[src/hdl/regulator_request_consts.vh]
`ifndef REGULATOR_REQUEST_CONSTS_VH
`define REGULATOR_REQUEST_CONSTS_VH

// ----------------------------------------------------------------------------
// register byte addresses
// ----------------------------------------------------------------------------
`define RRQ_ADDR_CLUSTER_CPU_CTRL   12'h000
`define RRQ_ADDR_SYSTEM_CPU_CTRL    12'h004
`define RRQ_ADDR_CLUSTER_PIN_CFG    12'h008
`define RRQ_ADDR_SYSTEM_PIN_CFG     12'h00C
`define RRQ_ADDR_STOP_REQ_SET       12'h010
`define RRQ_ADDR_STOP_REQ_CLR       12'h014
`define RRQ_ADDR_ALWAYSON_CTRL      12'h018
`define RRQ_ADDR_STATUS             12'h01C

// ----------------------------------------------------------------------------
// field positions
// ----------------------------------------------------------------------------
`define RRQ_BIT_STANDBY_SEL_D1      0
`define RRQ_BIT_STANDBY_SEL_D2      1
`define RRQ_BIT_LOWPOWER_STOP_SEL         16
`define RRQ_BIT_LOW_VOLTAGE_SEL     17
`define RRQ_BIT_PIN_CFG             0
`define RRQ_BIT_ESLEEP_REQ          0
`define RRQ_BIT_STANDBY_SEL_D3      0

// ----------------------------------------------------------------------------
// reset values, system mode codes and cluster mode codes
// ----------------------------------------------------------------------------
`define RRQ_RESET_BIT               1'b0
`define RRQ_MODE_RUN                3'h0
`define RRQ_MODE_STOP               3'h1
`define RRQ_MODE_LOWPOWER_STOP            3'h2
`define RRQ_MODE_LOWPOWER_LOWVOLTAGE_STOP          3'h3
`define RRQ_MODE_STANDBY            3'h4
`define RRQ_CL_RUN                  2'h0
`define RRQ_CL_STOP1                2'h1
`define RRQ_CL_STOP23               2'h2
`define RRQ_CL_STANDBY              2'h3

`endif

[src/hdl/regulator_request_pin_logic.v]
// What this block does
// - core request pin from system state and config
// - cpu request pin from cluster state and config
// - low-power pin from system state and system lowpower select
// - cluster control bit 16 selects cluster lowpower_stop
// - system control bit 16 drives low-power pin low in lowpower stops
// - cluster control bit 17 selects low-voltage stop
// - system control bit 17 selects low-voltage stop
// - cpu cfg 0: pin low only in standby
// - cpu cfg 1: pin high in run, stop1
// - core cfg 0: pin low only in standby
// - core cfg 1: pin high run, stop; low in lowpower stops
// - all pins low until power-on reset releases
// - battery backup mode tristates all three pins
// - core cfg 1 gives both pins 0 deep
// - enhanced sleep only when request bit set
// - lp stop1 needs a domain selecting stop
// - lowpower_stop needs both cpus stopped plus selects
// - always-on standby needs all conditions met
//
// Implementation choices: the placing of the registers and register access over APB.
`timescale 1ns/1ps
`default_nettype none
`include "regulator_request_consts.vh"

module regulator_request_pin_logic (
  // apb clock and reset
  input  wire        pclk,
  input  wire        presetn,
  // apb slave
  input  wire        psel,
  input  wire        penable,
  input  wire        pwrite,
  input  wire [11:0] paddr,
  input  wire [31:0] pwdata,
  input  wire [3:0]  pstrb,
  output wire [31:0] prdata,
  output wire        pready,
  output wire        pslverr,
  // power state inputs from the cpu subsystems (asynchronous)
  input  wire        cluster_cstop,
  input  wire        cluster_stop2_wanted,
  input  wire        system_cstop,
  input  wire        alwayson_cstop,
  input  wire        cluster_wfi,
  input  wire        battery_backup,
  // power state outputs
  output wire        enhanced_cpu_sleep,
  output wire        alwayson_standby,
  output wire [2:0]  system_mode,
  // regulator pins, oe low means driven
  output wire        core_supply_request_o,
  output wire        core_supply_request_oe_n,
  output wire        cluster_supply_request_o,
  output wire        cluster_supply_request_oe_n,
  output wire        core_regulator_lowpower_n_o,
  output wire        core_regulator_lowpower_n_oe_n
);

  // --------------------------------------------------------------------------
  // configuration registers
  // --------------------------------------------------------------------------
  // register map, one aligned word each:
  //   0x00 cluster cpu control: standby selects in bits 1:0,
  //        lowpower select bit 16, low-voltage select bit 17
  //   0x04 system cpu control: system standby select bit 1,
  //        lowpower select bit 16, low-voltage select bit 17
  //   0x08 cluster request pin mapping, bit 0
  //   0x0c core request pin mapping, bit 0
  //   0x10 write 1 to bit 0 raises the enhanced sleep request
  //   0x14 write 1 to bit 0 drops it again
  //   0x18 always-on standby select, bit 0
  //   0x1c read-only status of pins, mode and sleep flags
  // only byte lanes 0 and 2 hold bits, so other strobes are ignored
  reg        cluster_lowpower_stop_select_q;
  reg        cluster_low_voltage_select_q;
  reg        cluster_deepsleep_standby_sel_q;
  reg        system_deepsleep_standby_sel_c1_q;
  reg        system_lowpower_stop_select_q;
  reg        system_low_voltage_select_q;
  reg        system_deepsleep_standby_sel_q;
  reg        cluster_request_pin_cfg_q;
  reg        core_request_pin_cfg_q;
  reg        enhanced_sleep_request_q;
  reg        alwayson_deepsleep_standby_sel_q;
  reg [31:0] prdata_q;
  reg        pslverr_q;

  wire       wr_en = psel & penable & pwrite;
  wire       addr_hit;

  assign addr_hit = (paddr == `RRQ_ADDR_CLUSTER_CPU_CTRL) |
                    (paddr == `RRQ_ADDR_SYSTEM_CPU_CTRL) |
                    (paddr == `RRQ_ADDR_CLUSTER_PIN_CFG) |
                    (paddr == `RRQ_ADDR_SYSTEM_PIN_CFG) |
                    (paddr == `RRQ_ADDR_STOP_REQ_SET) |
                    (paddr == `RRQ_ADDR_STOP_REQ_CLR) |
                    (paddr == `RRQ_ADDR_ALWAYSON_CTRL) |
                    (paddr == `RRQ_ADDR_STATUS);

  // zero wait states: the access phase always completes at once
  assign pready  = 1'b1;
  assign prdata  = prdata_q;
  assign pslverr = pslverr_q;

  // register writes; selects and pin mappings start at plain stop
  always @(posedge pclk or negedge presetn) begin
    if (!presetn) begin
      cluster_lowpower_stop_select_q          <= `RRQ_RESET_BIT;
      cluster_low_voltage_select_q      <= `RRQ_RESET_BIT;
      cluster_deepsleep_standby_sel_q   <= `RRQ_RESET_BIT;
      system_deepsleep_standby_sel_c1_q <= `RRQ_RESET_BIT;
      system_lowpower_stop_select_q           <= `RRQ_RESET_BIT;
      system_low_voltage_select_q       <= `RRQ_RESET_BIT;
      system_deepsleep_standby_sel_q    <= `RRQ_RESET_BIT;
      cluster_request_pin_cfg_q         <= `RRQ_RESET_BIT;
      core_request_pin_cfg_q            <= `RRQ_RESET_BIT;
      enhanced_sleep_request_q          <= `RRQ_RESET_BIT;
      alwayson_deepsleep_standby_sel_q  <= `RRQ_RESET_BIT;
    end else if (wr_en) begin
      if (paddr == `RRQ_ADDR_CLUSTER_CPU_CTRL) begin
        if (pstrb[0]) begin
          cluster_deepsleep_standby_sel_q   <= pwdata[`RRQ_BIT_STANDBY_SEL_D1];
          system_deepsleep_standby_sel_c1_q <= pwdata[`RRQ_BIT_STANDBY_SEL_D2];
        end
        if (pstrb[2]) begin
          cluster_lowpower_stop_select_q     <= pwdata[`RRQ_BIT_LOWPOWER_STOP_SEL];
          cluster_low_voltage_select_q <= pwdata[`RRQ_BIT_LOW_VOLTAGE_SEL];
        end
      end
      if (paddr == `RRQ_ADDR_SYSTEM_CPU_CTRL) begin
        if (pstrb[0]) begin
          system_deepsleep_standby_sel_q <= pwdata[`RRQ_BIT_STANDBY_SEL_D2];
        end
        if (pstrb[2]) begin
          system_lowpower_stop_select_q     <= pwdata[`RRQ_BIT_LOWPOWER_STOP_SEL];
          system_low_voltage_select_q <= pwdata[`RRQ_BIT_LOW_VOLTAGE_SEL];
        end
      end
      if (paddr == `RRQ_ADDR_CLUSTER_PIN_CFG && pstrb[0]) begin
        cluster_request_pin_cfg_q <= pwdata[`RRQ_BIT_PIN_CFG];
      end
      if (paddr == `RRQ_ADDR_SYSTEM_PIN_CFG && pstrb[0]) begin
        core_request_pin_cfg_q <= pwdata[`RRQ_BIT_PIN_CFG];
      end
      // set register only sets; a separate clear register drops the request
      if (paddr == `RRQ_ADDR_STOP_REQ_SET && pstrb[0] && pwdata[`RRQ_BIT_ESLEEP_REQ]) begin
        enhanced_sleep_request_q <= 1'b1;
      end
      if (paddr == `RRQ_ADDR_STOP_REQ_CLR && pstrb[0] && pwdata[`RRQ_BIT_ESLEEP_REQ]) begin
        enhanced_sleep_request_q <= 1'b0;
      end
      if (paddr == `RRQ_ADDR_ALWAYSON_CTRL && pstrb[0]) begin
        alwayson_deepsleep_standby_sel_q <= pwdata[`RRQ_BIT_STANDBY_SEL_D3];
      end
    end
  end

  // --------------------------------------------------------------------------
  // input synchronisers
  // --------------------------------------------------------------------------
  // the stop flags come from other power domains and the battery
  // flag from the supply monitor, so none of them shares this clock;
  // a change reaches the pins three edges later, which software
  // must allow for before it reads the status word
  reg [5:0] sync1_q;
  reg [5:0] sync2_q;

  // first stage read only by the second stage
  always @(posedge pclk or negedge presetn) begin
    if (!presetn) begin
      sync1_q <= 6'h00;
      sync2_q <= 6'h00;
    end else begin
      sync1_q <= {battery_backup, cluster_wfi, alwayson_cstop,
                  system_cstop, cluster_stop2_wanted, cluster_cstop};
      sync2_q <= sync1_q;
    end
  end

  wire cl_cstop  = sync2_q[0];
  wire cl_stop2  = sync2_q[1];
  wire sys_cstop = sync2_q[2];
  wire ao_cstop  = sync2_q[3];
  wire cl_wfi    = sync2_q[4];
  wire vbat_mode = sync2_q[5];

  // --------------------------------------------------------------------------
  // mode decode
  // --------------------------------------------------------------------------
  // system mode, from the synchronised stop flags and the selects:
  //   run       one of the cpus still running
  //   stop      both stopped, no deep flavour selected
  //   lowpower  both lowpower selects set, one domain keeps stop
  //   low-volt  as lowpower, with both low-voltage selects set too
  //   standby   cluster and both system standby selects set
  // cluster mode: run, stop1, stop2/3 (stop2 wanted or lowpower
  // select) and standby; it only steers the cluster request pin
  reg [2:0] sys_mode_d;
  reg [1:0] cl_mode_d;
  wire      cl_standby_ok  = cluster_deepsleep_standby_sel_q;
  wire      sys_standby_ok = system_deepsleep_standby_sel_q &
                             system_deepsleep_standby_sel_c1_q;
  wire      any_stop_sel   = ~cluster_deepsleep_standby_sel_q |
                             ~system_deepsleep_standby_sel_q;

  // deep modes need both cpus stopped; standby wins over stop flavours
  always @* begin
    sys_mode_d = `RRQ_MODE_RUN;
    if (cl_cstop && sys_cstop) begin
      if (sys_standby_ok && cl_standby_ok) begin
        sys_mode_d = `RRQ_MODE_STANDBY;
      end else if (any_stop_sel && system_lowpower_stop_select_q &&
                   cluster_lowpower_stop_select_q) begin
        if (system_low_voltage_select_q && cluster_low_voltage_select_q) begin
          sys_mode_d = `RRQ_MODE_LOWPOWER_LOWVOLTAGE_STOP;
        end else begin
          sys_mode_d = `RRQ_MODE_LOWPOWER_STOP;
        end
      end else begin
        sys_mode_d = `RRQ_MODE_STOP;
      end
    end
    cl_mode_d = `RRQ_CL_RUN;
    if (cl_cstop) begin
      if (cl_standby_ok) begin
        cl_mode_d = `RRQ_CL_STANDBY;
      end else if (cl_stop2 || cluster_lowpower_stop_select_q) begin
        cl_mode_d = `RRQ_CL_STOP23;
      end else begin
        cl_mode_d = `RRQ_CL_STOP1;
      end
    end
  end

  // --------------------------------------------------------------------------
  // pin values
  // --------------------------------------------------------------------------
  // pin table, mapping bit 0 / mapping bit 1:
  //   core request   low only in standby / low in every deep mode
  //   cluster req    low only in standby / also low in stop2/3
  //   lowpower_n     low in deep stop when system select is set,
  //                  and low in standby, whatever the mapping
  // with both mappings at 1 the core pins read 00 in every deep
  // mode, which is what an external power chip expects to see;
  // released pins in battery backup are handled by the enables
  reg core_req_d;
  reg cpu_req_d;
  reg lp_n_d;

  always @* begin
    case (sys_mode_d)
      `RRQ_MODE_RUN, `RRQ_MODE_STOP: begin
        core_req_d = 1'b1;
        lp_n_d     = 1'b1;
      end
      `RRQ_MODE_LOWPOWER_STOP, `RRQ_MODE_LOWPOWER_LOWVOLTAGE_STOP: begin
        core_req_d = ~core_request_pin_cfg_q;
        lp_n_d     = ~system_lowpower_stop_select_q;
      end
      `RRQ_MODE_STANDBY: begin
        core_req_d = 1'b0;
        lp_n_d     = 1'b0;
      end
      default: begin
        core_req_d = 1'b1;
        lp_n_d     = 1'b1;
      end
    endcase
    case (cl_mode_d)
      `RRQ_CL_RUN, `RRQ_CL_STOP1: cpu_req_d = 1'b1;
      `RRQ_CL_STOP23: cpu_req_d = ~cluster_request_pin_cfg_q;
      `RRQ_CL_STANDBY: cpu_req_d = 1'b0;
      default: cpu_req_d = 1'b1;
    endcase
  end

  // --------------------------------------------------------------------------
  // registered outputs
  // --------------------------------------------------------------------------
  // every pin leaves a flip-flop: the decode above is wide and
  // would glitch on the pins while selects and stop flags settle;
  // the trade is one more cycle of latency after each input change
  // during reset the pins are driven low, not released
  reg       core_req_q;
  reg       cpu_req_q;
  reg       lp_n_q;
  reg       pins_oe_n_q;
  reg [2:0] sys_mode_q;
  reg       esleep_q;
  reg       ao_standby_q;

  // reset holds all pins driven low, as the startup table demands
  always @(posedge pclk or negedge presetn) begin
    if (!presetn) begin
      core_req_q   <= 1'b0;
      cpu_req_q    <= 1'b0;
      lp_n_q       <= 1'b0;
      pins_oe_n_q  <= 1'b0;
      sys_mode_q   <= `RRQ_MODE_RUN;
      esleep_q     <= 1'b0;
      ao_standby_q <= 1'b0;
    end else begin
      core_req_q   <= core_req_d;
      cpu_req_q    <= cpu_req_d;
      lp_n_q       <= lp_n_d;
      pins_oe_n_q  <= vbat_mode;
      sys_mode_q   <= sys_mode_d;
      esleep_q     <= enhanced_sleep_request_q & cl_wfi & ~cl_cstop;
      ao_standby_q <= (sys_mode_d == `RRQ_MODE_STANDBY) & ao_cstop &
                      alwayson_deepsleep_standby_sel_q;
    end
  end

  assign core_supply_request_o          = core_req_q;
  assign cluster_supply_request_o       = cpu_req_q;
  assign core_regulator_lowpower_n_o    = lp_n_q;
  assign core_supply_request_oe_n       = pins_oe_n_q;
  assign cluster_supply_request_oe_n    = pins_oe_n_q;
  assign core_regulator_lowpower_n_oe_n = pins_oe_n_q;
  assign enhanced_cpu_sleep             = esleep_q;
  assign alwayson_standby               = ao_standby_q;
  assign system_mode                    = sys_mode_q;

  // --------------------------------------------------------------------------
  // read data
  // --------------------------------------------------------------------------
  // reads are decoded in the setup cycle and registered, so prdata
  // stands through the whole access phase; status writes are ignored
  reg [31:0] rdata_d;

  always @* begin
    rdata_d = 32'h0000_0000;
    case (paddr)
      `RRQ_ADDR_CLUSTER_CPU_CTRL: begin
        rdata_d[`RRQ_BIT_STANDBY_SEL_D1]  = cluster_deepsleep_standby_sel_q;
        rdata_d[`RRQ_BIT_STANDBY_SEL_D2]  = system_deepsleep_standby_sel_c1_q;
        rdata_d[`RRQ_BIT_LOWPOWER_STOP_SEL]     = cluster_lowpower_stop_select_q;
        rdata_d[`RRQ_BIT_LOW_VOLTAGE_SEL] = cluster_low_voltage_select_q;
      end
      `RRQ_ADDR_SYSTEM_CPU_CTRL: begin
        rdata_d[`RRQ_BIT_STANDBY_SEL_D2]  = system_deepsleep_standby_sel_q;
        rdata_d[`RRQ_BIT_LOWPOWER_STOP_SEL]     = system_lowpower_stop_select_q;
        rdata_d[`RRQ_BIT_LOW_VOLTAGE_SEL] = system_low_voltage_select_q;
      end
      `RRQ_ADDR_CLUSTER_PIN_CFG: rdata_d[`RRQ_BIT_PIN_CFG] = cluster_request_pin_cfg_q;
      `RRQ_ADDR_SYSTEM_PIN_CFG:  rdata_d[`RRQ_BIT_PIN_CFG] = core_request_pin_cfg_q;
      `RRQ_ADDR_STOP_REQ_SET:    rdata_d[`RRQ_BIT_ESLEEP_REQ] = enhanced_sleep_request_q;
      `RRQ_ADDR_STOP_REQ_CLR:    rdata_d[`RRQ_BIT_ESLEEP_REQ] = enhanced_sleep_request_q;
      `RRQ_ADDR_ALWAYSON_CTRL:   rdata_d[`RRQ_BIT_STANDBY_SEL_D3] = alwayson_deepsleep_standby_sel_q;
      // status: pins, mode, sleep flags
      `RRQ_ADDR_STATUS: rdata_d[8:0] = {esleep_q, ao_standby_q, sys_mode_q,
                                        pins_oe_n_q, lp_n_q, cpu_req_q, core_req_q};
      default: rdata_d = 32'h0000_0000;
    endcase
  end

  // read data and error are registered at the setup phase, valid in access
  always @(posedge pclk or negedge presetn) begin
    if (!presetn) begin
      prdata_q  <= 32'h0000_0000;
      pslverr_q <= 1'b0;
    end else if (psel && !penable) begin
      prdata_q  <= pwrite ? 32'h0000_0000 : rdata_d;
      pslverr_q <= ~addr_hit;
    end else if (!psel) begin
      pslverr_q <= 1'b0;
    end
  end

endmodule

`default_nettype wire

[config.mk]
export PLATFORM = sky130hd
export DESIGN_NAME = regulator_request_pin_logic
export DESIGN_NICKNAME = d
export VERILOG_FILES = /design/src/hdl/regulator_request_pin_logic.v
export VERILOG_INCLUDE_DIRS = /design/src /design/src/hdl
export SDC_FILE = /design/constraint.sdc
export NUM_CORES = 1
export LEC_CHECK = 0
export ABC_CLOCK_PERIOD_IN_PS = 3100
export BUFFER_PORTS_ARGS = -buffer_cell sky130_fd_sc_hd__buf_2
export CORE_UTILIZATION = 47
export DETAILED_ROUTE_END_ITERATION = 8
export MAX_ROUTING_LAYER = met4
export PLACE_DENSITY = 0.84
export SYNTH_ARGS = -nofsm -noshare
export SYNTH_HDL_FRONTEND = slang
export SYNTH_SLANG_ARGS = --single-unit
[constraint.sdc]
create_clock -name pclk -period 3.1 [get_ports pclk]
set_clock_uncertainty 0.2 [all_clocks]
set_input_delay 0.31 -clock pclk [delete_from_list [all_inputs] [get_ports pclk]]
set_output_delay 0.31 -clock pclk [all_outputs]
set_load 0.1 [all_outputs]
# After elaboration in Yosys (flattened, before gate mapping)
# Index checks and enable logic that the tools add are counted.
[word_totals]
ff_bits = 65
in_bits = 59
out_inout_bits = 45
wordCells = 106
[op_classes]
eq_ne = 14
mux = 19
n_bitwise = 22
n_reduce_logical = 29
[op_table]
columns = ["op", "n"]
rows = [
  ["$eq A12 B5 Y1 const B", 4],
  ["$eq A12 B4 Y1 const B", 2],
  ["$mux W18", 1],
  ["$logic_and A1 B1 Y1", 13],
  ["$eq A12 B3 Y1 const B", 1],
  ["$logic_not A12 Y1", 1],
  ["$reduce_and A3 Y1", 4],
  ["$mux W3", 3],
  ["$or A1 B1 Y1", 8],
  ["$reduce_and A2 Y1", 4],
  ["$and A1 B1 Y1", 7],
  ["$mux W7", 1],
  ["$not A1 Y1", 7],
  ["$eq A3 B2 Y1 const B", 2],
  ["$mux W2", 3],
  ["$pmux W1 S3", 2],
  ["$pmux W1 S6", 1],
  ["$reduce_or A2 Y1", 3],
  ["$mux W1", 5],
  ["$eq A2 B2 Y1 const B", 2],
  ["$pmux W1 S2", 2],
  ["$pmux W2 S2", 1],
  ["$eq A3 B3 Y1 const B", 1],
  ["$eq A2 B1 Y1 const B", 1],
  ["5 further kinds", 5],
]

# Longest topological paths before layout
# Gate-level depths: netlist of the first run.
[depth]
depth_word = 10
depth_mapped = 5
mapped_depth_nobuf = 4

# Worst setup path after synthesis of the first run
# OpenSTA, ideal clock, no wires.
[synth_timing]
path_kind = "register to output"
startpoint = "register pins_oe_n_q (netlist: cluster_supply_request_oe_n)"
endpoint = "output core_regulator_lowpower_n_oe_n"
arrival_time_ns = 1.357
t_required_ns = 2.590
path_slack_ns = 1.233
path_stages_with_launch = 2
n_path_buf = 1
path_cell_list = "dfrtp_1 > buf_4"
[synth_lines]
columns = ["element", "line", "text"]
rows = [
  ["start, declared", "regulator_request_pin_logic.v:288", "reg pins_oe_n_q;"],
  ["start signal, assigned", "regulator_request_pin_logic.v:307", "pins_oe_n_q <= vbat_mode;"],
  ["end, declared", "regulator_request_pin_logic.v:57", "output wire core_regulator_lowpower_n_oe_n"],
]
# No word-level cell between the ends.

# Final worst setup path of the first run
[layout_timing]
startpoint = "input paddr[9]"
endpoint = "register cluster_request_pin_cfg_q"
[layout_via]
elab_chain_len = 3
[layout_rtl]
columns = ["element", "line", "text"]
rows = [
  ["start, declared", "regulator_request_pin_logic.v:34", "input wire [11:0] paddr,"],
  ["$eq A12 B4 Y1", "-", ""],
  ["$logic_and A1 B1 Y1", "regulator_request_pin_logic.v:140", "if (paddr == `RRQ_ADDR_CLUSTER_PIN_CFG && pstrb[0]) begin"],
  ["$reduce_and A2 Y1 (no source line)", "-", ""],
  ["end signal, assigned", "regulator_request_pin_logic.v:116", "cluster_request_pin_cfg_q <= `RRQ_RESET_BIT;"],
  ["end signal, assigned", "regulator_request_pin_logic.v:141", "cluster_request_pin_cfg_q <= pwdata[`RRQ_BIT_PIN_CFG];"],
  ["end, declared", "regulator_request_pin_logic.v:82", "reg cluster_request_pin_cfg_q;"],
]
# No other way between the ends.
# A chain may end at the register's enable or synchronous reset.

==> parameters.txt, run 1 <==
Parameter                              Value

Status
  Outcome ... complete, no violations

Yosys
  Most frequent cells after synthesis ... 44 x dfrtp_1, 24 x buf_4, 10 x nand2_1
  Main flop type after synthesis ... dfrtp_1
  Share of async-settable or async-resettable flops after synthesis ... between 90% and 100%
  Cell area after synthesis ... 1910 sq um
  Yosys top cell area share ... a little under three fifths
  Number of enable-type register cells in the synthesized netlist ... 0
  Number of flip-flops and latches in the synthesized netlist ... 44
  Library cell with the highest instance count after synthesis ... dfrtp_1
  Top cells by area in the synthesized netlist ... dfrtp_1 58%, buf_4 9.4%, mux2_2 4.7%
  Unique masters post-synth ... 32
  Share of the yosys chip area belonging to registers ... between 50% and 60%
  Synth warn ... 0
  Post-Syn Instances ... 158
  Synthesized area per cell ... about 12 sq um
  Largest area contributor in the netlist ... dfrtp_1

Timing
  Actual transition at the worst max-transition pin ... 0.917 ns
  Final setup violation count ... 0
  Clock period minus final worst setup slack ... 1.78 ns
  Post-Route Hold Slack ... 0.0704 ns
  Fin crit share ... 57.4%
  Max Clk Rate ... 562 MHz
  Number of hold-slack violations in the final timing report ... 0
  Setup repair after global routing missed its margin ... false
  Slew Limit Headroom ... 38.9%
  Setup_tns ... 0 ns
  Slew Limit Fails ... 0

Routing
  Post-route DRC violation count ... 0
  Met3 WL ... 167 um
  Number of routed nets with antenna violations ... 0
  Wirelength per Cell ... 12.2 um
  Wirelength, routed ... 3200 um
  Router iterations before antenna repair ... 4
  Top metal layer carrying routed signals ... met4
  Routed vias/inst ... ~4.8
  Routed length on met1 ... 1440 um
  Vias ... ~1,200
  Met2 Routed Length ... around 1600 um
  Initial DRC count ... 101

Global routing
  Number of global-route vias before repair ... 1,160
  First-pass GRT wire length ... 5230 um
  Global routing usage summed across all routing layers ... approximately 17%
  Pin count of the biggest net entering global routing ... 45
  Leftover overflow at the end of global routing ... 0
  Number of antenna violations at the first check in global routing ... 0

Worst setup path
  Startpoint types ... primary input
  Setup Crit Path Kind ... primary input to register
  Required arrival time at the worst endpoint ... 3.07 ns
  Arrival time reported for the critical path endpoint ... 1.75 ns
  Max Fanout on Critical Path ... 6
  Kind of capture point of the worst setup path ... register

Clocking
  Post-CTS setup buffer count ... 0
  Number of CTS-inserted buffers ... 5
  Clk Latency, worst-skew pair ... 0.28 ns
  Clk slew on worst S/H paths ... 0.08 ns
  Cts-stage hold buffer count ... 7
  CTS root buf ... clkbuf_8
  Clock sink count ... 44
  Total number of H-tree levels ... 2
  TritonCTS clock tree ... built
  Total of cells resized after clock tree synthesis ... 0
  Maximum clock insertion buffer count ... 2

Floorplan
  Number of ports placed on the die boundary ... 104
  Effective utilization at floorplan ... 50.7%
  Core area ... 3770 sq um
  Total die area ... 4330 sq um
  Die extent in y ... 65.8 um
  Die width ... roughly 66 um
  Rows ... 22

Power
  Total power divided by cell area ... 528 nW/um^2
  Leakage power summed over all cells ... 1.15 nW
  Worst IR Drop VDD ... approximately 0.32 mV

Hold path
  Classification of the worst-slack hold path ... primary input to register

Layout
  Number of nets in the finished design ... 274
  Synthesis-to-finish area growth ... 19.0%
  Diode insertion count for antenna repair ... 0
  Layout cell share with drive strength beyond 1 ... 34.6%
  Final instance count without filler cells ... approximately 260

Placement
  RD Place Congestion ... around 0.82
  # placed instances ... 249
  Total of buffers placed on input and output ports ... 51
  Detailed-placement wirelength estimate ... 2420 um

Job
  Max capacitance violation total ... 0
==> metrics by stage <==
step / area, sq um / util [%] / total power, mW / setup slack, ns
floorplan: 1990 / - / 0.789 / 1.23
global placement: 2110 / 55.8 / 0.805 / 1.05
detailed placement: 2110 / 55.8 / 0.807 / 1.01
CTS: 2270 / 60.3 / 1.21 / 1.32
global route: 2270 / 60.3 / 1.25 / 1.19
finish: 2270 / 60.3 / 1.20 / 1.32
==> power by group <==
part	leakage, nW	internal [mW]	switching [mW]
Sequential	0.560	0.584	0.00381
Clock	0.0501	0.231	0.168
Combinational	0.540	0.0281	0.186
==> critical path: stages <==
cell and delay [ns]:
buf_2 0.11, nor4_4 0.36, nand4_2 0.23, nor4b_1 0.36, mux2_2 0.37
==> final timing paths <==
check,from,end,slack (ns),cells after the start
hold reg to reg,sync1_q[1]$_DFF_PN0_,sync2_q[1]$_DFF_PN0_,0.14,0
max in group asynchronous,presetn,cluster_supply_request_o$_DFF_PN0_,1.63,2
hold / removal,pwdata[17],system_low_voltage_select_q$_DFFE_PN0P_,0.07,2
min in group asynchronous,presetn,prdata[16]$_DFFE_PN0P_,0.50,2
setup reg to reg,cl_standby_ok$_DFFE_PN0P_,prdata[0]$_DFFE_PN0P_,1.61,4
setup / recovery,paddr[9],cluster_request_pin_cfg_q$_DFFE_PN0P_,1.32,5
==> routing by layer <==
metal  vias up  GRT usage [%]
met1       579           20.6
met2        36           26.5
met5         -              -
li1        624              -
met3         7           4.31
met4         0           6.52
==> cell families after synthesis <==
group | count (synthesis) | share of synthesized area, %
muxes | 15 | 8.90
buffers and inverters | 32 | 11.1
DFF | 44 | 57.6
and+or+nand+nor | 44 | 14.5
other | 2 | 0.393
AOI/OAI and AO/OA | 21 | 7.53
==> layout make-up <==
class,instances,area (sq um)
Clock buffer,5,68.8
Clock inverter,1,30.0
Fill cell,314,1500
Inverter,4,15.0
Multi-Input combinational cell,102,674
Sequential cell,44,1100
Tap cell,48,60.1
Timing Repair Buffer,58,325
==> sequential cells by signal (all words and copies together) (netlist names), 3 cells and up <==
signal / cells
prdata: 11
sync2_q: 6
system_mode: 3
sync1_q: 6
==> placed cells by master, fill, tap and decap left out, types with 2 or more instances in the layout <==
cell,count
a21oi_1,3
a22o_1,7
a41oi_1,2
and3_1,2
buf_2,51
clkbuf_8,5
conb_1,22
dfrtp_1,44
dlygate4sd3_1,7
inv_1,4
mux2_2,8
mux2_4,2
mux2i_1,5
nand2_1,10
nand3_1,6
nor2_1,6
nor3_1,5
nor3_2,2
nor4b_1,3
o21ai_0,7
Note: power is estimated with default switching activity, not from simulation.
==> inputs of run 2 (changes only) <==
--- a/config.mk
+++ b/config.mk
@@ -6,12 +6,12 @@
 export SDC_FILE = /design/constraint.sdc
 export NUM_CORES = 1
 export LEC_CHECK = 0
-export ABC_CLOCK_PERIOD_IN_PS = 3100
+export ABC_CLOCK_PERIOD_IN_PS = 1700
 export BUFFER_PORTS_ARGS = -buffer_cell sky130_fd_sc_hd__buf_2
-export CORE_UTILIZATION = 47
+export CORE_UTILIZATION = 44
 export DETAILED_ROUTE_END_ITERATION = 8
 export MAX_ROUTING_LAYER = met4
-export PLACE_DENSITY = 0.84
+export PLACE_DENSITY = 0.79
 export SYNTH_ARGS = -nofsm -noshare
 export SYNTH_HDL_FRONTEND = slang
 export SYNTH_SLANG_ARGS = --single-unit
==> constraint.sdc (replaced) <==
create_clock -name pclk -period 1.7 [get_ports pclk]
set_clock_uncertainty 0.2 [all_clocks]
set_input_delay 0.17 -clock pclk [delete_from_list [all_inputs] [get_ports pclk]]
set_output_delay 0.17 -clock pclk [all_outputs]
set_load 0.1 [all_outputs]
==> parameters.txt, run 2 (synthesis results as in run 1) <==
Parameter                              Value

Floorplan
  Core area ... 4090 sq um (+8.4%)
  Number of ports placed on the die boundary ... 104 (unchanged)
  Die width ... 67.9 um (+3.2%)
  Rows ... 23 (+4.5%)
  Die extent in y ... 67.9 um (+3.2%)
  Effective utilization at floorplan ... 46.8% (-3.9 points)
  Total die area ... 4610 sq um (+6.6%)

Routing
  Wirelength, routed ... 3400 um (+6.0%)
  Router iterations before antenna repair ... 4 (unchanged)
  Routed vias/inst ... 4.76 (+0.18%)
  Top metal layer carrying routed signals ... met4
  Initial DRC count ... 93 (-7.9%)
  Met2 Routed Length ... 1710 um (+10%)
  Wirelength per Cell ... 12.1 um (-0.82%)
  Met3 WL ... 188 um (+13%)
  Routed length on met1 ... 1460 um (+1.6%)
  Vias ... 1,334 (+7.1%)
  Post-route DRC violation count ... 0 (unchanged)
  Number of routed nets with antenna violations ... 0 (unchanged)

Worst setup path
  Startpoint types ... primary input
  Arrival time reported for the critical path endpoint ... 1.59 ns (-0.16 ns)
  Required arrival time at the worst endpoint ... 1.67 ns (-1.40 ns)
  Worst R2R Setup Slack ... 0.21 ns (-1.40 ns)
  Startpoint of the most critical register-to-register path ... cl_standby_ok$_DFFE_PN0P_
  Setup Crit Path Kind ... primary input to register
  Kind of capture point of the worst setup path ... register
  Worst setup path startpoint ... paddr[9]
  Max Fanout on Critical Path ... 5 (-1)

Power
  Leakage power summed over all cells ... 1.23 nW (+6.9%)
  Power share of the clock group ... 37.9% (+4.7 points)
  Switching share of power ... 27.9% (-1.8 points)
  Total power divided by cell area ... 984 nW/um^2 (+86%)
  Internal portion of total power ... 1.72 mW (+100%)
  Part of the power in combinational logic ... 17.2% (-0.6 points)
  Reported net switching power ... 0.667 mW (+87%)
  Worst IR Drop VDD ... 0.673 mV (+110%)
  Seq pwr share ... 45.0% (-4.0 points)

Timing
  Crit path setup slack, layout ... 0.0842 ns (-1.24 ns)
  Final setup violation count ... 0 (unchanged)
  Fin crit share ... a little over nine tenths
  Slew Limit Headroom ... 61.3% (+22 points)
  Setup_tns ... 0 ns (unchanged)
  Number of hold-slack violations in the final timing report ... 0 (unchanged)
  Max Clk Rate ... between 600 and 700 MHz
  Actual transition at the worst max-transition pin ... 0.581 ns (-0.336 ns)
  Setup repair after global routing missed its margin ... false
  Slew Limit Fails ... 0 (unchanged)
  Clock period minus final worst setup slack ... 1.62 ns

Placement
  Post-DP Area ... 2180 sq um (+3.7%)
  Detailed-placement wirelength estimate ... 2660 um (+9.6%)
  DP Worst Slack ... -0.218 ns (-1.22 ns)
  RD Place Congestion ... 0.809 (-1.6%)
  Total of buffers placed on input and output ports ... 51 (unchanged)

Layout
  Final std cell area, no fill ... 2430 sq um (+6.7%)
  Number of nets in the finished design ... 288 (+5.1%)
  Synthesis-to-finish area growth ... 27.0%
  Register Area ... 1100 sq um (+0.11%)
  Layout cell share with drive strength beyond 1 ... 37.4% (+2.8 points)
  Flip-flop count of the largest register after layout ... 11 (unchanged)
  Diode insertion count for antenna repair ... 0 (unchanged)
  Fill cell instance count of the final layout ... 370 (+18%)
  Commonest non-fill, non-tap cells in the layout ... 51 x buf_2, 43 x dfrtp_1, 22 x conb_1, 11 x dlygate4sd3_1
  Multi-input combinational cell area ... 674 sq um (unchanged)
  Leading cell type in the layout, fill and taps excluded ... buf_2

Global routing
  Leftover overflow at the end of global routing ... 0 (unchanged)
  Number of antenna violations at the first check in global routing ... 0 (unchanged)
  Global routing usage summed across all routing layers ... 16.6% (-0.16 points)
  Number of global-route vias before repair ... 1,279 (+10%)
  First-pass GRT wire length ... 5490 um (+4.9%)
  Pin count of the biggest net entering global routing ... 28 (-38%)

Clocking
  Total of cells resized after clock tree synthesis ... 0 (unchanged)
  Number of CTS-inserted buffers ... 5 (unchanged)
  Maximum clock insertion buffer count ... 2 (unchanged)
  Total number of H-tree levels ... 2 (unchanged)
  Clock sink count ... 44 (unchanged)
  Clk slew on worst S/H paths ... 0.07 ns (about the same)
  CTS root buf ... clkbuf_8
  TritonCTS clock tree ... built
  Clk Latency, worst-skew pair ... 0.29 ns (about the same)
  Post-CTS setup buffer count ... 0 (unchanged)

Job
  Max capacitance violation total ... 0 (unchanged)

Hold path
  Classification of the worst-slack hold path ... primary input to register
  Critical hold path startpoint ... paddr[2]

Status
  Outcome ... complete, no violations
-- run 2: cell types whose count changed in the layout (fill, tap and decap cells not counted), sizes merged --
cell	before	now
dlygate4sd3	7	11
bufinv	1	2
buf	51	61
clkbuf	5	6
-- run 2: critical path, stage by stage --
cell,delay (ns)
buf_2,0.11
nor4_4,0.36
nand4_2,0.22
buf_4,0.20
nor3_1,0.16
mux2_2,0.36
-- run 2: per-layer routing --
layer  vias to the layer above  track usage, %
met1                       636            20.1
met2                        40            26.6
met4                         0            5.47
met5                         -               -
li1                        652               -
met3                         6            4.83
-- run 2: path summary, 6_finish.rpt --
check,endpoint,cells after the start
min reg2reg,sync2_q[3]$_DFF_PN0_,0
min,enhanced_sleep_request_q$_DFFE_PN0P_,2
max in group asynchronous,prdata[17]$_DFFE_PN0P_,3
min in group asynchronous,prdata[2]$_DFFE_PN0P_,2
max reg2reg,prdata[0]$_DFFE_PN0P_,4
max,core_request_pin_cfg_q$_DFFE_PN0P_,6
-- run 2: timing repair --
| action | 4_1_cts | 5_1_grt |
|---|---|---|
| setup endpoints to repair | 0 | 0 |
| hold buffers | 11 | 0 |
| endpoints found under the hold margin | 41 | 0 |
-- run 2: cell type report --
class	count	share of cell area (%)
repair buffers	72	18.1
clock inverters	2	2.47
well taps	50	2.58
clock buffers	6	2.99
multi-input cells	102	27.8
inverters	4	0.619
flip-flops and latches	44	45.4
-- run 2: metrics by stage --
| step | hold WS, ns | utilization, % | total power, mW | instances |
|---|---|---|---|---|
| after floorplan | -0.326 | - | 1.44 | 178 |
| after global placement | -0.00659 | 53.5 | 1.48 | 261 |
| after detailed placement | 0.00153 | 53.5 | 1.49 | 261 |
| after CTS | 0.0277 | 59.4 | 2.41 | 280 |
| after global routing | 0.0703 | 59.4 | 2.48 | 280 |
| final | 0.0361 | 59.4 | 2.39 | 280 |
-- run 2: power by group through the flow --
stage	clock network (mW)	registers [mW]	logic, mW
2_1_floorplan	0	1.13	0.307
3_3_place_gp	0	1.09	0.390
3_5_place_dp	0	1.09	0.393
4_1_cts	0.920	1.07	0.412
5_1_grt	0.969	1.08	0.433
6_report	0.904	1.07	0.411
==> inputs of run 3 (changes only) <==
--- a/config.mk
+++ b/config.mk
@@ -6,12 +6,12 @@
 export SDC_FILE = /design/constraint.sdc
 export NUM_CORES = 1
 export LEC_CHECK = 0
-export ABC_CLOCK_PERIOD_IN_PS = 1700
+export ABC_CLOCK_PERIOD_IN_PS = 1900
 export BUFFER_PORTS_ARGS = -buffer_cell sky130_fd_sc_hd__buf_2
-export CORE_UTILIZATION = 44
+export CORE_UTILIZATION = 47
 export DETAILED_ROUTE_END_ITERATION = 8
 export MAX_ROUTING_LAYER = met4
-export PLACE_DENSITY = 0.79
+export PLACE_DENSITY = 0.84
 export SYNTH_ARGS = -nofsm -noshare
 export SYNTH_HDL_FRONTEND = slang
 export SYNTH_SLANG_ARGS = --single-unit
==> constraint.sdc (replaced) <==
create_clock -name pclk -period 1.9 [get_ports pclk]
set_clock_uncertainty 0.2 [all_clocks]
set_input_delay 0.19 -clock pclk [delete_from_list [all_inputs] [get_ports pclk]]
set_output_delay 0.19 -clock pclk [all_outputs]
set_load 0.1 [all_outputs]
==> parameters.txt, run 3 (synthesis results as in run 1) <==
Parameter                              Value

Routing
  Initial DRC count ... 54 (-42%)
  Router iterations before antenna repair ... 4 (unchanged)
  Number of routed nets with antenna violations ... 0 (unchanged)
  Wirelength per Cell ... 12.0 um (-0.97%)
  Wirelength, routed ... 3280 um (-3.4%)
  Routed vias/inst ... 4.68 (-1.7%)
  Vias ... 1,278 (-4.2%)
  Post-route DRC violation count ... 0 (unchanged)

Layout
  Synthesis-to-finish area growth ... 23.6%
  Diode insertion count for antenna repair ... 0 (unchanged)
  Flip-flop count of the largest register after layout ... 11 (unchanged)
  Leading cell type in the layout, fill and taps excluded ... buf_2
  Fill cell instance count of the final layout ... 304 (-18%)
  Multi-input combinational cell area ... 674 sq um (unchanged)
  Number of nets in the finished design ... 283 (-1.7%)
  Commonest non-fill, non-tap cells in the layout ... 51 x buf_2, 44 x dfrtp_1, 22 x conb_1, 12 x dlygate4sd3_1, 10 x nand2_1
  Final std cell area, no fill ... 2360 sq um (-2.6%)
  Layout cell share with drive strength beyond 1 ... 35.1% (-2.3 points)
  Register Area ... 1100 sq um (-0.11%)

Clocking
  Total of cells resized after clock tree synthesis ... 0 (unchanged)
  CTS root buf ... clkbuf_8
  Cts-stage hold buffer count ... 12 (+1)
  Clock sink count ... 44 (unchanged)
  Number of CTS-inserted buffers ... 5 (unchanged)
  Maximum clock insertion buffer count ... 2 (unchanged)
  Clk Latency, worst-skew pair ... 0.28 ns (about the same)
  Post-CTS setup buffer count ... 0 (unchanged)
  Clk slew on worst S/H paths ... 0.08 ns (about the same)
  TritonCTS clock tree ... built
  Total number of H-tree levels ... 2 (unchanged)

Worst setup path
  CP Capture Point ... system_low_voltage_select_q$_DFFE_PN0P_
  Startpoint of the most critical register-to-register path ... cl_standby_ok$_DFFE_PN0P_
  Arrival time reported for the critical path endpoint ... 1.61 ns (+0.02 ns)
  Count of cells along the worst register-to-register path ... 4 (unchanged)
  Startpoint types ... primary input
  Required arrival time at the worst endpoint ... 1.88 ns (+0.21 ns)
  Worst R2R Setup Slack ... 0.36 ns (+0.15 ns)
  End of the worst register-to-register path ... prdata[0]$_DFFE_PN0P_
  Max Fanout on Critical Path ... 3 (-2)
  Cell chain of the critical path ... buf_2 > nor4_4 > buf_4 > nand3_1 > or3_4 > mux2_4
  Slowest stage cell, crit path ... or3_4
  Kind of capture point of the worst setup path ... register
  Worst setup path startpoint ... paddr[9]
  Setup Crit Path Kind ... primary input to register
  Biggest cell delay along the critical path ... 0.41 ns (+0.05 ns)

Floorplan
  Effective utilization at floorplan ... 50.7% (+3.9 points)
  Rows ... 22 (-4.3%)
  Die extent in y ... 65.8 um (-3.1%)
  Core area ... 3770 sq um (-7.7%)
  Die width ... 65.8 um (-3.1%)
  Total die area ... 4330 sq um (-6.2%)
  Number of ports placed on the die boundary ... 104 (unchanged)

Timing
  Actual transition at the worst max-transition pin ... 0.519 ns (-0.0616 ns)
  Number of hold-slack violations in the final timing report ... 0 (unchanged)
  Slew Limit Headroom ... 65.4% (+4.1 points)
  Setup repair after global routing missed its margin ... false
  Crit path setup slack, layout ... 0.265 ns (+0.181 ns)
  Clock period minus final worst setup slack ... 1.63 ns
  Setup_tns ... 0 ns (unchanged)
  Final setup violation count ... 0 (unchanged)
  Max Clk Rate ... 612 MHz
  Slew Limit Fails ... 0 (unchanged)
  Fin crit share ... 86.0%

Placement
  DP Worst Slack ... -0.0245 ns (+0.194 ns)
  Total of buffers placed on input and output ports ... 51 (unchanged)
  Post-DP Area ... 2140 sq um (-2.2%)
  RD Place Congestion ... 0.820 (+1.3%)
  Detailed-placement wirelength estimate ... 2470 um (-7.2%)

Job
  Max capacitance violation total ... 0 (unchanged)

Global routing
  Global routing usage summed across all routing layers ... 17.3% (+0.74 points)
  Number of antenna violations at the first check in global routing ... 0 (unchanged)
  First-pass GRT wire length ... 5440 um (-0.88%)
  Number of global-route vias before repair ... 1,231 (-3.8%)
  Leftover overflow at the end of global routing ... 0 (unchanged)
  Pin count of the biggest net entering global routing ... 45 (+61%)

Power
  Leakage power summed over all cells ... 1.20 nW (-2.7%)
  Total power divided by cell area ... 844 nW/um^2 (-14%)
  Worst IR Drop VDD ... 0.487 mV (-28%)

Hold path
  Classification of the worst-slack hold path ... primary input to register

Status
  Outcome ... complete, no violations
==> run 3: cell types whose count changed in the layout (fill, tap and decap cells not counted), sizes merged <==
cell,change
buf,-6
bufinv,-1
clkinv,+1
dlygate4sd3,+1
==> run 3: layout make-up <==
type / count / area share [%]
Multi-Input combinational cell: 102 / 28.5
Sequential cell: 44 / 46.6
Clock inverter: 2 / 1.48
Tap cell: 48 / 2.54
Inverter: 4 / 0.635
Timing Repair Buffer: 67 / 17.2
Clock buffer: 6 / 3.07
==> run 3: worst max-delay path, delay by kind of cell <==
kind / cells / cell delay (ns)
mux: 1 / 0.31
buf+inv: 2 / 0.28
simple gates: 3 / 0.84
==> run 3: routing by layer <==
layer	routed length, um	global-route usage, %	vias up
met5	0	-	-
met4	89	8.70	0
met3	159	4.31	11
met2	1590	27.3	42
met1	1440	20.7	590
li1	-	-	635
==> run 3: report_power, final <==
part	internal, mW	switching (mW)	total, mW
registers	0.953	0.00645	0.960
clock network	0.390	0.286	0.675
logic	0.0546	0.304	0.359
==> run 3: worst min path at each step <==
stage | end | slack (ns) | from | cells after the start
CTS | pslverr$_DFFE_PN0P_ | 0.01 | penable | 3
finish | pslverr$_DFFE_PN0P_ | 0.02 | penable | 3
floorplan | alwayson_deepsleep_standby_sel_q$_DFFE_PN0P_ | -0.31 | presetn | 0
global route | pslverr$_DFFE_PN0P_ | 0.05 | penable | 3
global placement | pslverr$_DFFE_PN0P_ | 0.09 | presetn | 2
detailed placement | prdata[4]$_DFFE_PN0P_ | 0.09 | presetn | 2
==> run 3: stage by stage <==
step / utilization [%] / cells / power (mW) / hold WS, ns
floorplan: - / 178 / 1.29 / -0.306
detailed placement: 56.6 / 253 / 1.32 / 0.0874
finish: 62.7 / 273 / 1.99 / 0.0233
global route: 62.7 / 273 / 2.08 / 0.0458
CTS: 62.7 / 273 / 2.01 / 0.0149
global placement: 56.6 / 253 / 1.32 / 0.0881
